<file path="config.mk">
export PLATFORM = sky130hd
export DESIGN_NAME = hmpm_pin_mux
export DESIGN_NICKNAME = d
export VERILOG_FILES = /design/src/verilog/hmpm_pin_mux.v /design/src/verilog/hmpm_sync.v
export VERILOG_INCLUDE_DIRS = /design/src /design/src/verilog
export SDC_FILE = /design/constraint.sdc
export NUM_CORES = 1
export LEC_CHECK = 0
export ABC_CLOCK_PERIOD_IN_PS = 2500
export BUFFER_PORTS_ARGS = -buffer_cell sky130_fd_sc_hd__buf_4
export CAP_MARGIN = 30
export CORE_ASPECT_RATIO = 0.75
export CORE_UTILIZATION = 50
export DETAILED_ROUTE_END_ITERATION = 16
export PLACE_DENSITY = 0.79
export SYNTH_ARGS = -nofsm -noshare
export SYNTH_HDL_FRONTEND = slang
export SYNTH_SLANG_ARGS = --single-unit
</file>
<file path="constraint.sdc">
create_clock -name ref_clk -period 2.5 [get_ports ref_clk]
set_input_delay 0.25 -clock ref_clk [delete_from_list [all_inputs] [get_ports ref_clk]]
set_output_delay 0.25 -clock ref_clk [all_outputs]
set_load 0.02 [all_outputs]
</file>
<file path="src/verilog/hmpm_map.vh">
// constants for the host and master port pin mux
// Functional notes
// - drive slave interrupt low while any report waits for the host
// - release slave interrupt to high impedance when nothing is pending
// - each host read consumes one report; interrupt holds until all consumed
// - in LIN mode the interrupt pin may enable the transceiver instead
// - slave data and clock pin roles follow the strapped mode
// - slave pin 1: I2C data, SPI clock input, or LIN receive input
// - slave pin 2: I2C clock, SPI select input, or LIN transmit output
// - master port runs in one of three modes: GPIO, I2C, SPI
// - master pin 0: parallel out 0, I2C data, or SPI data out
// - master pin 1: parallel out 1, I2C clock, or SPI clock out
// - master pin 2: parallel out 2 in GPIO, SPI data in in SPI
// - master pin 2 in I2C mode is active-low interrupt input, pulled up
// - strap sampled at reset: low gives I2C, high SPI then MISO output
// - address select sets I2C address, becomes SPI data input in SPI
// - master pin 3: parallel out 3, unused in I2C, SPI select output
`ifndef HMPM_MAP_VH
`define HMPM_MAP_VH
`define HMPM_HMODE_W 2
`define HMPM_HMODE_I2C 2'h0
`define HMPM_HMODE_SPI 2'h1
`define HMPM_HMODE_LIN 2'h2
`define HMPM_MMODE_W 2
`define HMPM_MMODE_GPIO 2'h0
`define HMPM_MMODE_I2C 2'h1
`define HMPM_MMODE_SPI 2'h2
`define HMPM_STRAP_DLY 2'h2
`endif

</file>
<file path="src/verilog/hmpm_pin_mux.v">
// pin function mux for host slave port and master comms port
`timescale 1ns/1ps
`include "hmpm_map.vh"
module hmpm_pin_mux #(
  parameter CNT_W = 8
) (
  input wire ref_clk,
  input wire nrst,
  input wire lin_sel,
  input wire lin_irq_as_enable,
  input wire report_push,
  input wire report_read,
  output reg [CNT_W-1:0] pending_count_ff,
  output reg host_report_irq_n_o_ff,
  output reg host_report_irq_n_oe_ff,
  output reg [`HMPM_HMODE_W-1:0] host_mode_ff,
  output reg strap_valid_ff,
  input wire transceiver_enable,
  input wire host_mode_strap_n_i,
  output reg host_mode_strap_n_o_ff,
  output reg host_mode_strap_n_oe_ff,
  input wire host_miso,
  input wire host_addr_select,
  output reg host_addr_ff,
  output reg host_mosi_ff,
  input wire host_serial_data_i,
  output reg host_serial_data_o_ff,
  output reg host_serial_data_oe_ff,
  input wire host_i2c_data_out,
  input wire host_i2c_data_drive,
  output reg host_i2c_data_in_ff,
  output reg host_spi_clock_ff,
  output reg host_lin_rx_ff,
  input wire host_serial_clock_i,
  output reg host_serial_clock_o_ff,
  output reg host_serial_clock_oe_ff,
  input wire host_lin_tx,
  output reg host_i2c_clock_in_ff,
  output reg host_spi_select_n_ff,
  input wire [`HMPM_MMODE_W-1:0] master_mode,
  input wire parallel_out_0,
  input wire parallel_out_1,
  input wire parallel_out_2,
  input wire parallel_out_3,
  input wire master_i2c_data_out,
  input wire master_i2c_data_drive,
  input wire master_i2c_clock_out,
  input wire master_i2c_clock_drive,
  input wire master_spi_dout,
  input wire master_spi_clock,
  input wire master_spi_select_n,
  input wire master_port_pin0_i,
  input wire master_port_pin2_i,
  output reg master_port_pin0_o_ff,
  output reg master_port_pin0_oe_ff,
  output reg master_port_pin1_o_ff,
  output reg master_port_pin1_oe_ff,
  output reg master_port_pin2_o_ff,
  output reg master_port_pin2_oe_ff,
  output reg master_port_pin3_o_ff,
  output reg master_port_pin3_oe_ff,
  output reg master_i2c_data_in_ff,
  output reg master_irq_in_n_ff,
  output reg master_spi_din_ff
);
  wire strap_s;
  wire addr_s;
  wire sda_s;
  wire scl_s;
  wire mpin0_s;
  wire mpin2_s;
  reg [1:0] strap_dly_ff;
  reg [`HMPM_HMODE_W-1:0] nxt_host_mode;
  reg [CNT_W-1:0] nxt_pending_count;
  reg [`HMPM_MMODE_W-1:0] mm;

  // pins from outside the clock domain
  hmpm_sync #(.RST_VAL(1'b0)) u_strap (
    .ref_clk(ref_clk), .nrst(nrst), .d(host_mode_strap_n_i), .q(strap_s));
  hmpm_sync #(.RST_VAL(1'b1)) u_addr (
    .ref_clk(ref_clk), .nrst(nrst), .d(host_addr_select), .q(addr_s));
  hmpm_sync #(.RST_VAL(1'b1)) u_sda (
    .ref_clk(ref_clk), .nrst(nrst), .d(host_serial_data_i), .q(sda_s));
  hmpm_sync #(.RST_VAL(1'b1)) u_scl (
    .ref_clk(ref_clk), .nrst(nrst), .d(host_serial_clock_i), .q(scl_s));
  hmpm_sync #(.RST_VAL(1'b1)) u_mp0 (
    .ref_clk(ref_clk), .nrst(nrst), .d(master_port_pin0_i), .q(mpin0_s));
  hmpm_sync #(.RST_VAL(1'b1)) u_mp2 (
    .ref_clk(ref_clk), .nrst(nrst), .d(master_port_pin2_i), .q(mpin2_s));

  // strap caught once, after the synchroniser has settled past reset
  always @* begin
    nxt_host_mode = host_mode_ff;
    if (!strap_valid_ff && strap_dly_ff == `HMPM_STRAP_DLY) begin
      if (lin_sel)
        nxt_host_mode = `HMPM_HMODE_LIN;
      else if (strap_s)
        nxt_host_mode = `HMPM_HMODE_SPI;
      else
        nxt_host_mode = `HMPM_HMODE_I2C;
    end
  end

  // saturating report counter; push and read together cancel
  always @* begin
    nxt_pending_count = pending_count_ff;
    if (report_push && !report_read) begin
      if (pending_count_ff != {CNT_W{1'b1}})
        nxt_pending_count = pending_count_ff + 1'b1;
    end else if (report_read && !report_push) begin
      if (pending_count_ff != {CNT_W{1'b0}})
        nxt_pending_count = pending_count_ff - 1'b1;
    end
  end

  always @(posedge ref_clk or negedge nrst) begin
    if (!nrst) begin
      strap_dly_ff <= 2'h0;
      strap_valid_ff <= 1'b0;
      host_mode_ff <= `HMPM_HMODE_I2C;
      pending_count_ff <= {CNT_W{1'b0}};
    end else begin
      if (strap_dly_ff != `HMPM_STRAP_DLY)
        strap_dly_ff <= strap_dly_ff + 2'h1;
      if (strap_dly_ff == `HMPM_STRAP_DLY)
        strap_valid_ff <= 1'b1;
      host_mode_ff <= nxt_host_mode;
      pending_count_ff <= nxt_pending_count;
    end
  end

  // host side pins
  always @(posedge ref_clk or negedge nrst) begin
    if (!nrst) begin
      host_report_irq_n_o_ff <= 1'b0;
      host_report_irq_n_oe_ff <= 1'b0;
      host_mode_strap_n_o_ff <= 1'b0;
      host_mode_strap_n_oe_ff <= 1'b0;
      host_serial_data_o_ff <= 1'b0;
      host_serial_data_oe_ff <= 1'b0;
      host_serial_clock_o_ff <= 1'b0;
      host_serial_clock_oe_ff <= 1'b0;
      host_addr_ff <= 1'b1;
      host_mosi_ff <= 1'b1;
      host_i2c_data_in_ff <= 1'b1;
      host_spi_clock_ff <= 1'b0;
      host_lin_rx_ff <= 1'b1;
      host_i2c_clock_in_ff <= 1'b1;
      host_spi_select_n_ff <= 1'b1;
    end else begin
      // level only: the host must poll the pin, edges carry nothing
      if (host_mode_ff == `HMPM_HMODE_LIN && lin_irq_as_enable) begin
        host_report_irq_n_o_ff <= transceiver_enable;
        host_report_irq_n_oe_ff <= strap_valid_ff;
      end else begin
        host_report_irq_n_o_ff <= 1'b0;
        host_report_irq_n_oe_ff <=
          (nxt_pending_count != {CNT_W{1'b0}});
      end
      // strap pin turns into MISO only once SPI has been latched
      host_mode_strap_n_o_ff <= host_miso;
      host_mode_strap_n_oe_ff <= strap_valid_ff &&
        (host_mode_ff == `HMPM_HMODE_SPI);
      host_addr_ff <= (host_mode_ff == `HMPM_HMODE_I2C) ? addr_s
        : host_addr_ff;
      host_mosi_ff <= (host_mode_ff == `HMPM_HMODE_SPI) ? addr_s
        : 1'b1;
      case (host_mode_ff)
        `HMPM_HMODE_I2C: begin
          host_serial_data_o_ff <= 1'b0;
          host_serial_data_oe_ff <= host_i2c_data_drive &&
            !host_i2c_data_out;
          host_serial_clock_o_ff <= 1'b0;
          host_serial_clock_oe_ff <= 1'b0;
        end
        `HMPM_HMODE_LIN: begin
          host_serial_data_o_ff <= 1'b0;
          host_serial_data_oe_ff <= 1'b0;
          host_serial_clock_o_ff <= host_lin_tx;
          host_serial_clock_oe_ff <= strap_valid_ff;
        end
        default: begin
          host_serial_data_o_ff <= 1'b0;
          host_serial_data_oe_ff <= 1'b0;
          host_serial_clock_o_ff <= 1'b0;
          host_serial_clock_oe_ff <= 1'b0;
        end
      endcase
      host_i2c_data_in_ff <= (host_mode_ff == `HMPM_HMODE_I2C) ? sda_s
        : 1'b1;
      host_spi_clock_ff <= (host_mode_ff == `HMPM_HMODE_SPI) ? sda_s
        : 1'b0;
      host_lin_rx_ff <= (host_mode_ff == `HMPM_HMODE_LIN) ? sda_s
        : 1'b1;
      host_i2c_clock_in_ff <= (host_mode_ff == `HMPM_HMODE_I2C) ? scl_s
        : 1'b1;
      host_spi_select_n_ff <= (host_mode_ff == `HMPM_HMODE_SPI) ? scl_s
        : 1'b1;
    end
  end

  // master comms port; an unknown mode code falls back to all released
  always @* begin
    mm = master_mode;
  end

  always @(posedge ref_clk or negedge nrst) begin
    if (!nrst) begin
      master_port_pin0_o_ff <= 1'b0;
      master_port_pin0_oe_ff <= 1'b0;
      master_port_pin1_o_ff <= 1'b0;
      master_port_pin1_oe_ff <= 1'b0;
      master_port_pin2_o_ff <= 1'b0;
      master_port_pin2_oe_ff <= 1'b0;
      master_port_pin3_o_ff <= 1'b0;
      master_port_pin3_oe_ff <= 1'b0;
      master_i2c_data_in_ff <= 1'b1;
      master_irq_in_n_ff <= 1'b1;
      master_spi_din_ff <= 1'b0;
    end else begin
      case (mm)
        `HMPM_MMODE_GPIO: begin
          master_port_pin0_o_ff <= parallel_out_0;
          master_port_pin0_oe_ff <= 1'b1;
          master_port_pin1_o_ff <= parallel_out_1;
          master_port_pin1_oe_ff <= 1'b1;
          master_port_pin2_o_ff <= parallel_out_2;
          master_port_pin2_oe_ff <= 1'b1;
          master_port_pin3_o_ff <= parallel_out_3;
          master_port_pin3_oe_ff <= 1'b1;
        end
        `HMPM_MMODE_I2C: begin
          // open drain: only ever pull low
          master_port_pin0_o_ff <= 1'b0;
          master_port_pin0_oe_ff <= master_i2c_data_drive &&
            !master_i2c_data_out;
          master_port_pin1_o_ff <= 1'b0;
          master_port_pin1_oe_ff <= master_i2c_clock_drive &&
            !master_i2c_clock_out;
          master_port_pin2_o_ff <= 1'b0;
          master_port_pin2_oe_ff <= 1'b0;
          master_port_pin3_o_ff <= 1'b0;
          master_port_pin3_oe_ff <= 1'b0;
        end
        `HMPM_MMODE_SPI: begin
          master_port_pin0_o_ff <= master_spi_dout;
          master_port_pin0_oe_ff <= 1'b1;
          master_port_pin1_o_ff <= master_spi_clock;
          master_port_pin1_oe_ff <= 1'b1;
          master_port_pin2_o_ff <= 1'b0;
          master_port_pin2_oe_ff <= 1'b0;
          master_port_pin3_o_ff <= master_spi_select_n;
          master_port_pin3_oe_ff <= 1'b1;
        end
        default: begin
          master_port_pin0_o_ff <= 1'b0;
          master_port_pin0_oe_ff <= 1'b0;
          master_port_pin1_o_ff <= 1'b0;
          master_port_pin1_oe_ff <= 1'b0;
          master_port_pin2_o_ff <= 1'b0;
          master_port_pin2_oe_ff <= 1'b0;
          master_port_pin3_o_ff <= 1'b0;
          master_port_pin3_oe_ff <= 1'b0;
        end
      endcase
      master_i2c_data_in_ff <= (mm == `HMPM_MMODE_I2C) ? mpin0_s : 1'b1;
      // shared line: who asserted is asked over I2C, not decoded here
      master_irq_in_n_ff <= (mm == `HMPM_MMODE_I2C) ? mpin2_s
        : 1'b1;
      master_spi_din_ff <= (mm == `HMPM_MMODE_SPI) ? mpin2_s
        : 1'b0;
    end
  end
endmodule // hmpm_pin_mux

</file>
<file path="src/verilog/hmpm_sync.v">
// two-stage synchroniser for one level
`timescale 1ns/1ps
module hmpm_sync #(
  parameter RST_VAL = 1'b0
) (
  input wire ref_clk,
  input wire nrst,
  input wire d,
  output wire q
);
  reg meta_ff;
  reg sync_ff;
  always @(posedge ref_clk or negedge nrst) begin
    if (!nrst) begin
      meta_ff <= RST_VAL;
      sync_ff <= RST_VAL;
    end else begin
      meta_ff <= d;
      sync_ff <= meta_ff;
    end
  end
  assign q = sync_ff;
endmodule // hmpm_sync
</file>
==> flow_summary.toml, run 1 <==
[placement]
dpl.hpwl_um = 3103
io_buffer_count = 65
gp_congestion = 0.8958
dp_cells = 289
pre_cts_ws_ps = 360.6

[route]
drt-initial-drc-count = 120
firstDrtPassIters = 5
viasPerCell = 5.138
wl_um = 4144
antenna_left = 0
vias = 1531
drc_errors = 0
avgRoutedWirePerCell_um = 13.91

[global_routing]
first_global_vias = 1373
grt_max_degree = 51
grtUsageTotal_pct = 19.67
grt_pass1_wl_um = 6713
antenna_found_initial = 0
grt_overflow = 0

[floorplan]
initial_core_util_pct = 52.10
die_h_um = 58.29
die_area_mm2 = 0.004491
fp.dieW_um = 77.05
rows = 20
ios = 67
core_mm2 = 0.004054

[clock_tree]
cts_num_sinks = 50
ctsRootBufferMaster = "clkbuf_8"
ctsResizeCount = 0
post_cts_buffers = 0
cts_tree = "yes"
worstSkewPairLatency_ps = 280
cts-htree-levels = 2
clock_tree.buffer_depth = 2
clk_pin_slew_ps = 80
cts_buffers = 5

[sta]
hold_viol = 0
setup-tns-final_ps = 0
relSlewSlack_pct = 60.20
rsz0062_at_grt = "no"
worst_slack_ps = 310.5
worst_pin_slew_ps = 597.1
worst_clock_skew_ps = 2.902
finalSetupViolCount = 0
period_needed_ps = 2189
report.final.slew_viol_count = 0
max_freq_mhz = 456.7
period_share_pct = 87.58

[min_path]
hp-class = "primary input to register"
holdPathStages = 1

[power]
switching_share_pct = 35.39
clock_power_share_pct = 20.4
p_leak_nw = 1.245
irDropWorstVdd_v = 0.0004605
p_sw_uw = 799.9
internal-power_mw = 1.461
pwr-share-seq_pct = 48.0
total_power_mw = 2.260
powerDensity_mw_per_mm2 = 828.7
p_comb_share_pct = 31.6

[final_layout]
final_common_cell = "buf_4"
nNetsFinal = 276
area_growth_pct = 29.15
num_antenna_cells = 0
final_cell_mix = "buf_4, dfrtp_1, dfstp_2"
reg_top3 = "pending_count_ff x8, host_mode_ff x2, strap_dly_ff x2"
fillers = 331
final_cells = 298
top_register = "pending_count_ff"
drive_gt1_share_pct = 41.15
largest_register_ffs = 8

[critical_path]
crit_buf_inv = 0
critPathTopFamily = "compound AO/OA/AOI/OAI gates"
cp.arrival_ps = 2360
crit_path_top_delay_cell = "dfrtp_1"
slowest_delay_ps = 480
crit_chain = "ha_1 > nand3_1 > o21ai_1 > o22a_1 > mux2i_1 > a2111oi_4 > a31oi_1"
required_ps = 2670
crit_path_end_kind = "register"
worstRegToRegCells = 7
r2r_slack_ps = 310
crit_path_start_kind = "register"
crit_path_max_fanout = 8
worst-path-stages = 7
crit_type = "register to register"

[synthesis]
synth_area_per_cell_um2 = 12.07
yosysUniqueCellTypes = 54
synth-seq-cells = 50
synth_cells = 175
yosys_warnings = 0
syn-cell-area_mm2 = 0.002112
ys.flop_type = "dfrtp_1"
ys_seq_area_share_pct = 60.31
synthesis.nets = 209
synth_edf_count = 0
synthArstFlopShare_pct = 100.0

[run_status]
status = "completed"

[run]
maxCapViolations = 0
## worst reg2reg max path, stage by stage (launching register included)
cell       delay (ps)
dfrtp_1           480
ha_1              280
nand3_1           160
o21ai_1           440
o22a_1            200
mux2i_1           110
a2111oi_4         280
a31oi_1           120
## stage by stage
| stage | hold WS, ps | instance area (µm²) | util [%] |
|---|---|---|---|
| 2_1_floorplan | -45.59 | 2112 | - |
| 3_3_place_gp | 290.7 | 2626 | 64.78 |
| 3_5_place_dp | 296.3 | 2626 | 64.78 |
| 4_1_cts | 55.41 | 2728 | 67.28 |
| 5_1_grt | 42.21 | 2728 | 67.28 |
| 6_report | 64.61 | 2728 | 67.28 |
## cell type report
cell class | instances | area [µm²] | share of cell area [%]
repair buffers | 66 | 498.0 | 18.26
inverters | 10 | 37.54 | 1.376
well taps | 55 | 68.82 | 2.523
clock buffers | 7 | 86.33 | 3.165
multi-input cells | 109 | 758.2 | 27.80
flip-flops and latches | 50 | 1274 | 46.70
clock inverters | 1 | 5.005 | 0.1835
## kinds of logic after synthesis
family	Yosys count	share of synthesized area [%]
adders and majority gates	4	2.370
xor gates and xnor gates	2	0.8295
muxes	6	2.962
AOI/OAI and AO/OA	29	10.78
and+or+nand+nor	67	18.78
buffers and inverters	16	3.791
other	1	0.1776
DFF	50	60.31
## layer usage
metal	routed length (µm)	track usage (%)	vias to the layer above
li1	-	-	748
met4	40	4.582	0
met1	2011	28.68	731
met2	1854	29.59	46
met3	237	5.512	6
met5	0	0	-
## Yosys cell counts (all sizes together), types with 3 or more instances
library cell  count  area, µm²
buf               5      38.78
or3               5      36.28
nor3              3      15.01
a21oi             4      23.77
nor2b             4      32.53
nand3             4      20.02
mux2i             4      40.04
dfrtp            32      800.8
ha                4      50.05
nor2             12      45.04
nand2b            5      31.28
inv              10      37.54
nand3b            3      22.52
dfstp            18      473.0
nand2            11      41.29
o21ai             6      30.02
and3              3      18.77
and2              6      37.54
## power groups by stage
stage / clock network, mW / registers (mW) / logic (mW)
2_1_floorplan: 0 / 1.11 / 0.447
3_3_place_gp: 0 / 1.10 / 0.712
3_5_place_dp: 0 / 1.10 / 0.712
4_1_cts: 0.474 / 1.08 / 0.714
5_1_grt: 0.506 / 1.11 / 0.781
6_report: 0.460 / 1.09 / 0.715
## worst paths after layout
| kind | start | endpoint |
|---|---|---|
| max in group asynchronous | nrst | pending_count_ff[4]$_DFF_PN0_ |
| worst min-delay path | host_mode_strap_n_i | u_strap.meta_ff$_DFF_PN0_ |
| worst max-delay path | pending_count_ff[0]$_DFF_PN0_ | host_report_irq_n_oe_ff$_DFF_PN0_ |
| worst min register to register | u_strap.meta_ff$_DFF_PN0_ | u_strap.q$_DFF_PN0_ |
| min in group asynchronous | nrst | u_strap.meta_ff$_DFF_PN0_ |
| worst max register to register | pending_count_ff[0]$_DFF_PN0_ | host_report_irq_n_oe_ff$_DFF_PN0_ |
## repair_timing
action / CTS / global route
hold endpoints to repair: 32 / 0
hold buffers: 1 / 0
setup endpoints to repair: 0 / 0
Note: power is estimated with default switching activity, not from simulation.
==> run 2: changes to the inputs <==
SETUP_SLACK_MARGIN = 0.5   (was unset)
==> run 2 against run 1 <==
Against the previous run: final area rose by 7.7%; clock-buffer cell count down 2; first-iteration DRC count rose by 19%; hold slack got worse by 11 ps; cell count increased by 4.7%; clock skew increased by 3.0 ps; critical path depth unchanged; highest routed layer unchanged.
==> flow_summary.toml, run 2 (synthesized netlist as in run 1, its figures left out) <==
[final_layout]
area_growth_pct = 39.04
fillers = 283
nNetsFinal = 290
final_cell_mix = "buf_4, dfrtp_1, dfstp_2"
postLayoutCellArea_mm2 = 0.002937
drive_gt1_share_pct = 50.97
final_common_cell = "buf_4"
largest_register_ffs = 8
num_antenna_cells = 0
reg_top3 = "pending_count_ff x8, host_mode_ff x2, strap_dly_ff x2"
final_cells = 312
top_register = "pending_count_ff"

[sta]
hold_viol = 0
max_freq_mhz = 505.0
finalSetupViolCount = 0
setup-tns-final_ps = 0
report.final.slew_viol_count = 0
period_share_pct = 79.22
period_needed_ps = 1980
relSlewSlack_pct = 61.30
worst_clock_skew_ps = 5.904
worst_pin_slew_ps = 580.5
rsz0062_at_grt = "yes"

[critical_path]
crit_path_top_delay_cell = "dfrtp_1"
crit_type = "register to register"
required_ps = 2670
worst-path-stages = 7
worstRegToRegCells = 7
crit_path_start_kind = "register"
crit_buf_inv = 0
crit_path_max_fanout = 5
slowest_delay_ps = 440
crit_path_end_kind = "register"
cp.arrival_ps = 2150
critPathTopFamily = "compound AO/OA/AOI/OAI gates"
crit_chain = "ha_2 > nand3_1 > o22ai_1 > a221o_1 > o311a_1 > and3b_1 > a31oi_1"

[clock_tree]
ctsRootBufferMaster = "clkbuf_8"
worstSkewPairLatency_ps = 290
cts-htree-levels = 2
cts_tree = "yes"
clock_tree.buffer_depth = 2
cts_num_sinks = 50
clk_pin_slew_ps = 90
cts_buffers = 5

[global_routing]
busiest_layer = "met2"
grt_pass1_wl_um = 6962
first_global_vias = 1472
globalRouteMet3Util_pct = 6.929
antenna_found_initial = 0
grtUsageTotal_pct = 20.58
grt_overflow = 0
grt_max_degree = 51
use_met1_pct = 28.44
gr-usage-met2_pct = 32.53

[power]
powerDensity_mw_per_mm2 = 898.8
p_leak_nw = 1.322
irDropWorstVdd_v = 0.0007675
total_power_mw = 2.639

[min_path]
hp-class = "primary input to register"
holdPathStages = 1

[placement]
io_buffer_count = 65
place_area_mm2 = 0.002628
gp_congestion = 0.9116
dp_cells = 289
dpl.hpwl_um = 3172

[route]
vias = 1663
viasPerCell = 5.330
avgRoutedWirePerCell_um = 14.72
wl_um = 4594
drt-initial-drc-count = 143
drc_errors = 0
firstDrtPassIters = 4
antenna_left = 0

[floorplan]
initial_core_util_pct = 52.10
ios = 67
die_h_um = 58.29
rows = 20
die_area_mm2 = 0.004491
core_mm2 = 0.004054
fp.dieW_um = 77.05

[run]
maxCapViolations = 0

[run_status]
status = "completed"
run 2: path summary, 6_finish.rpt:
kind | end | start | slack (ps)
min in group asynchronous | u_strap.meta_ff$_DFF_PN0_ | nrst | 500
setup reg to reg | host_report_irq_n_oe_ff$_DFF_PN0_ | pending_count_ff[1]$_DFF_PN0_ | 520
hold reg to reg | u_strap.q$_DFF_PN0_ | u_strap.meta_ff$_DFF_PN0_ | 360
max in group asynchronous | pending_count_ff[0]$_DFF_PN0_ | nrst | 1560
setup / recovery | host_report_irq_n_oe_ff$_DFF_PN0_ | pending_count_ff[1]$_DFF_PN0_ | 520
hold / removal | u_addr.meta_ff$_DFF_PN1_ | host_addr_select | 50
run 2: layout make-up:
type | instances | area, µm² | area share [%]
tap | 55 | 68.82 | 2.343
clock buffer | 5 | 68.82 | 2.343
inverter | 10 | 37.54 | 1.278
sequential | 50 | 1282 | 43.67
multi-input combinational | 109 | 815.8 | 27.78
timing repair buffer | 80 | 615.6 | 20.96
clock inverter | 3 | 47.55 | 1.619
run 2: report_power, final:
| group | internal, mW | switching [mW] | leakage, nW |
|---|---|---|---|
| clock network | 0.305 | 0.259 | 0.0591 |
| logic | 0.487 | 0.503 | 0.696 |
| registers | 0.925 | 0.159 | 0.568 |
| total | 1.72 | 0.922 | 1.32 |
run 2: through the flow:
stage	util [%]	hold slack (ps)	setup WS [ps]
floorplan	-	-45.59	547.0
CTS	69.14	39.09	514.9
detailed placement	64.81	288.2	408.1
global placement	64.81	293.6	475.7
global route	72.44	28.40	469.7
finish	72.44	53.20	519.6
run 2: worst reg2reg max path, cell delays in order (launching register included):
cell     delay [ps]
dfrtp_1         440
ha_2            230
nand3_1         220
o22ai_1         140
a221o_1         380
o311a_1         150
and3b_1         220
a31oi_1          80
run 2: repair_timing:
action,4_1_cts,5_1_grt
hold buffers,1,0
setup endpoints to repair,1,1
hold endpoints to repair,32,0
resized for setup,7,12
pin swaps,0,4
buffers inserted,4,10
run 2: routing by layer:
layer / up-vias / wire, µm
met5: - / 0
met4: 0 / 23
met3: 4 / 378
met2: 82 / 2138
met1: 810 / 2053
li1: 767 / -
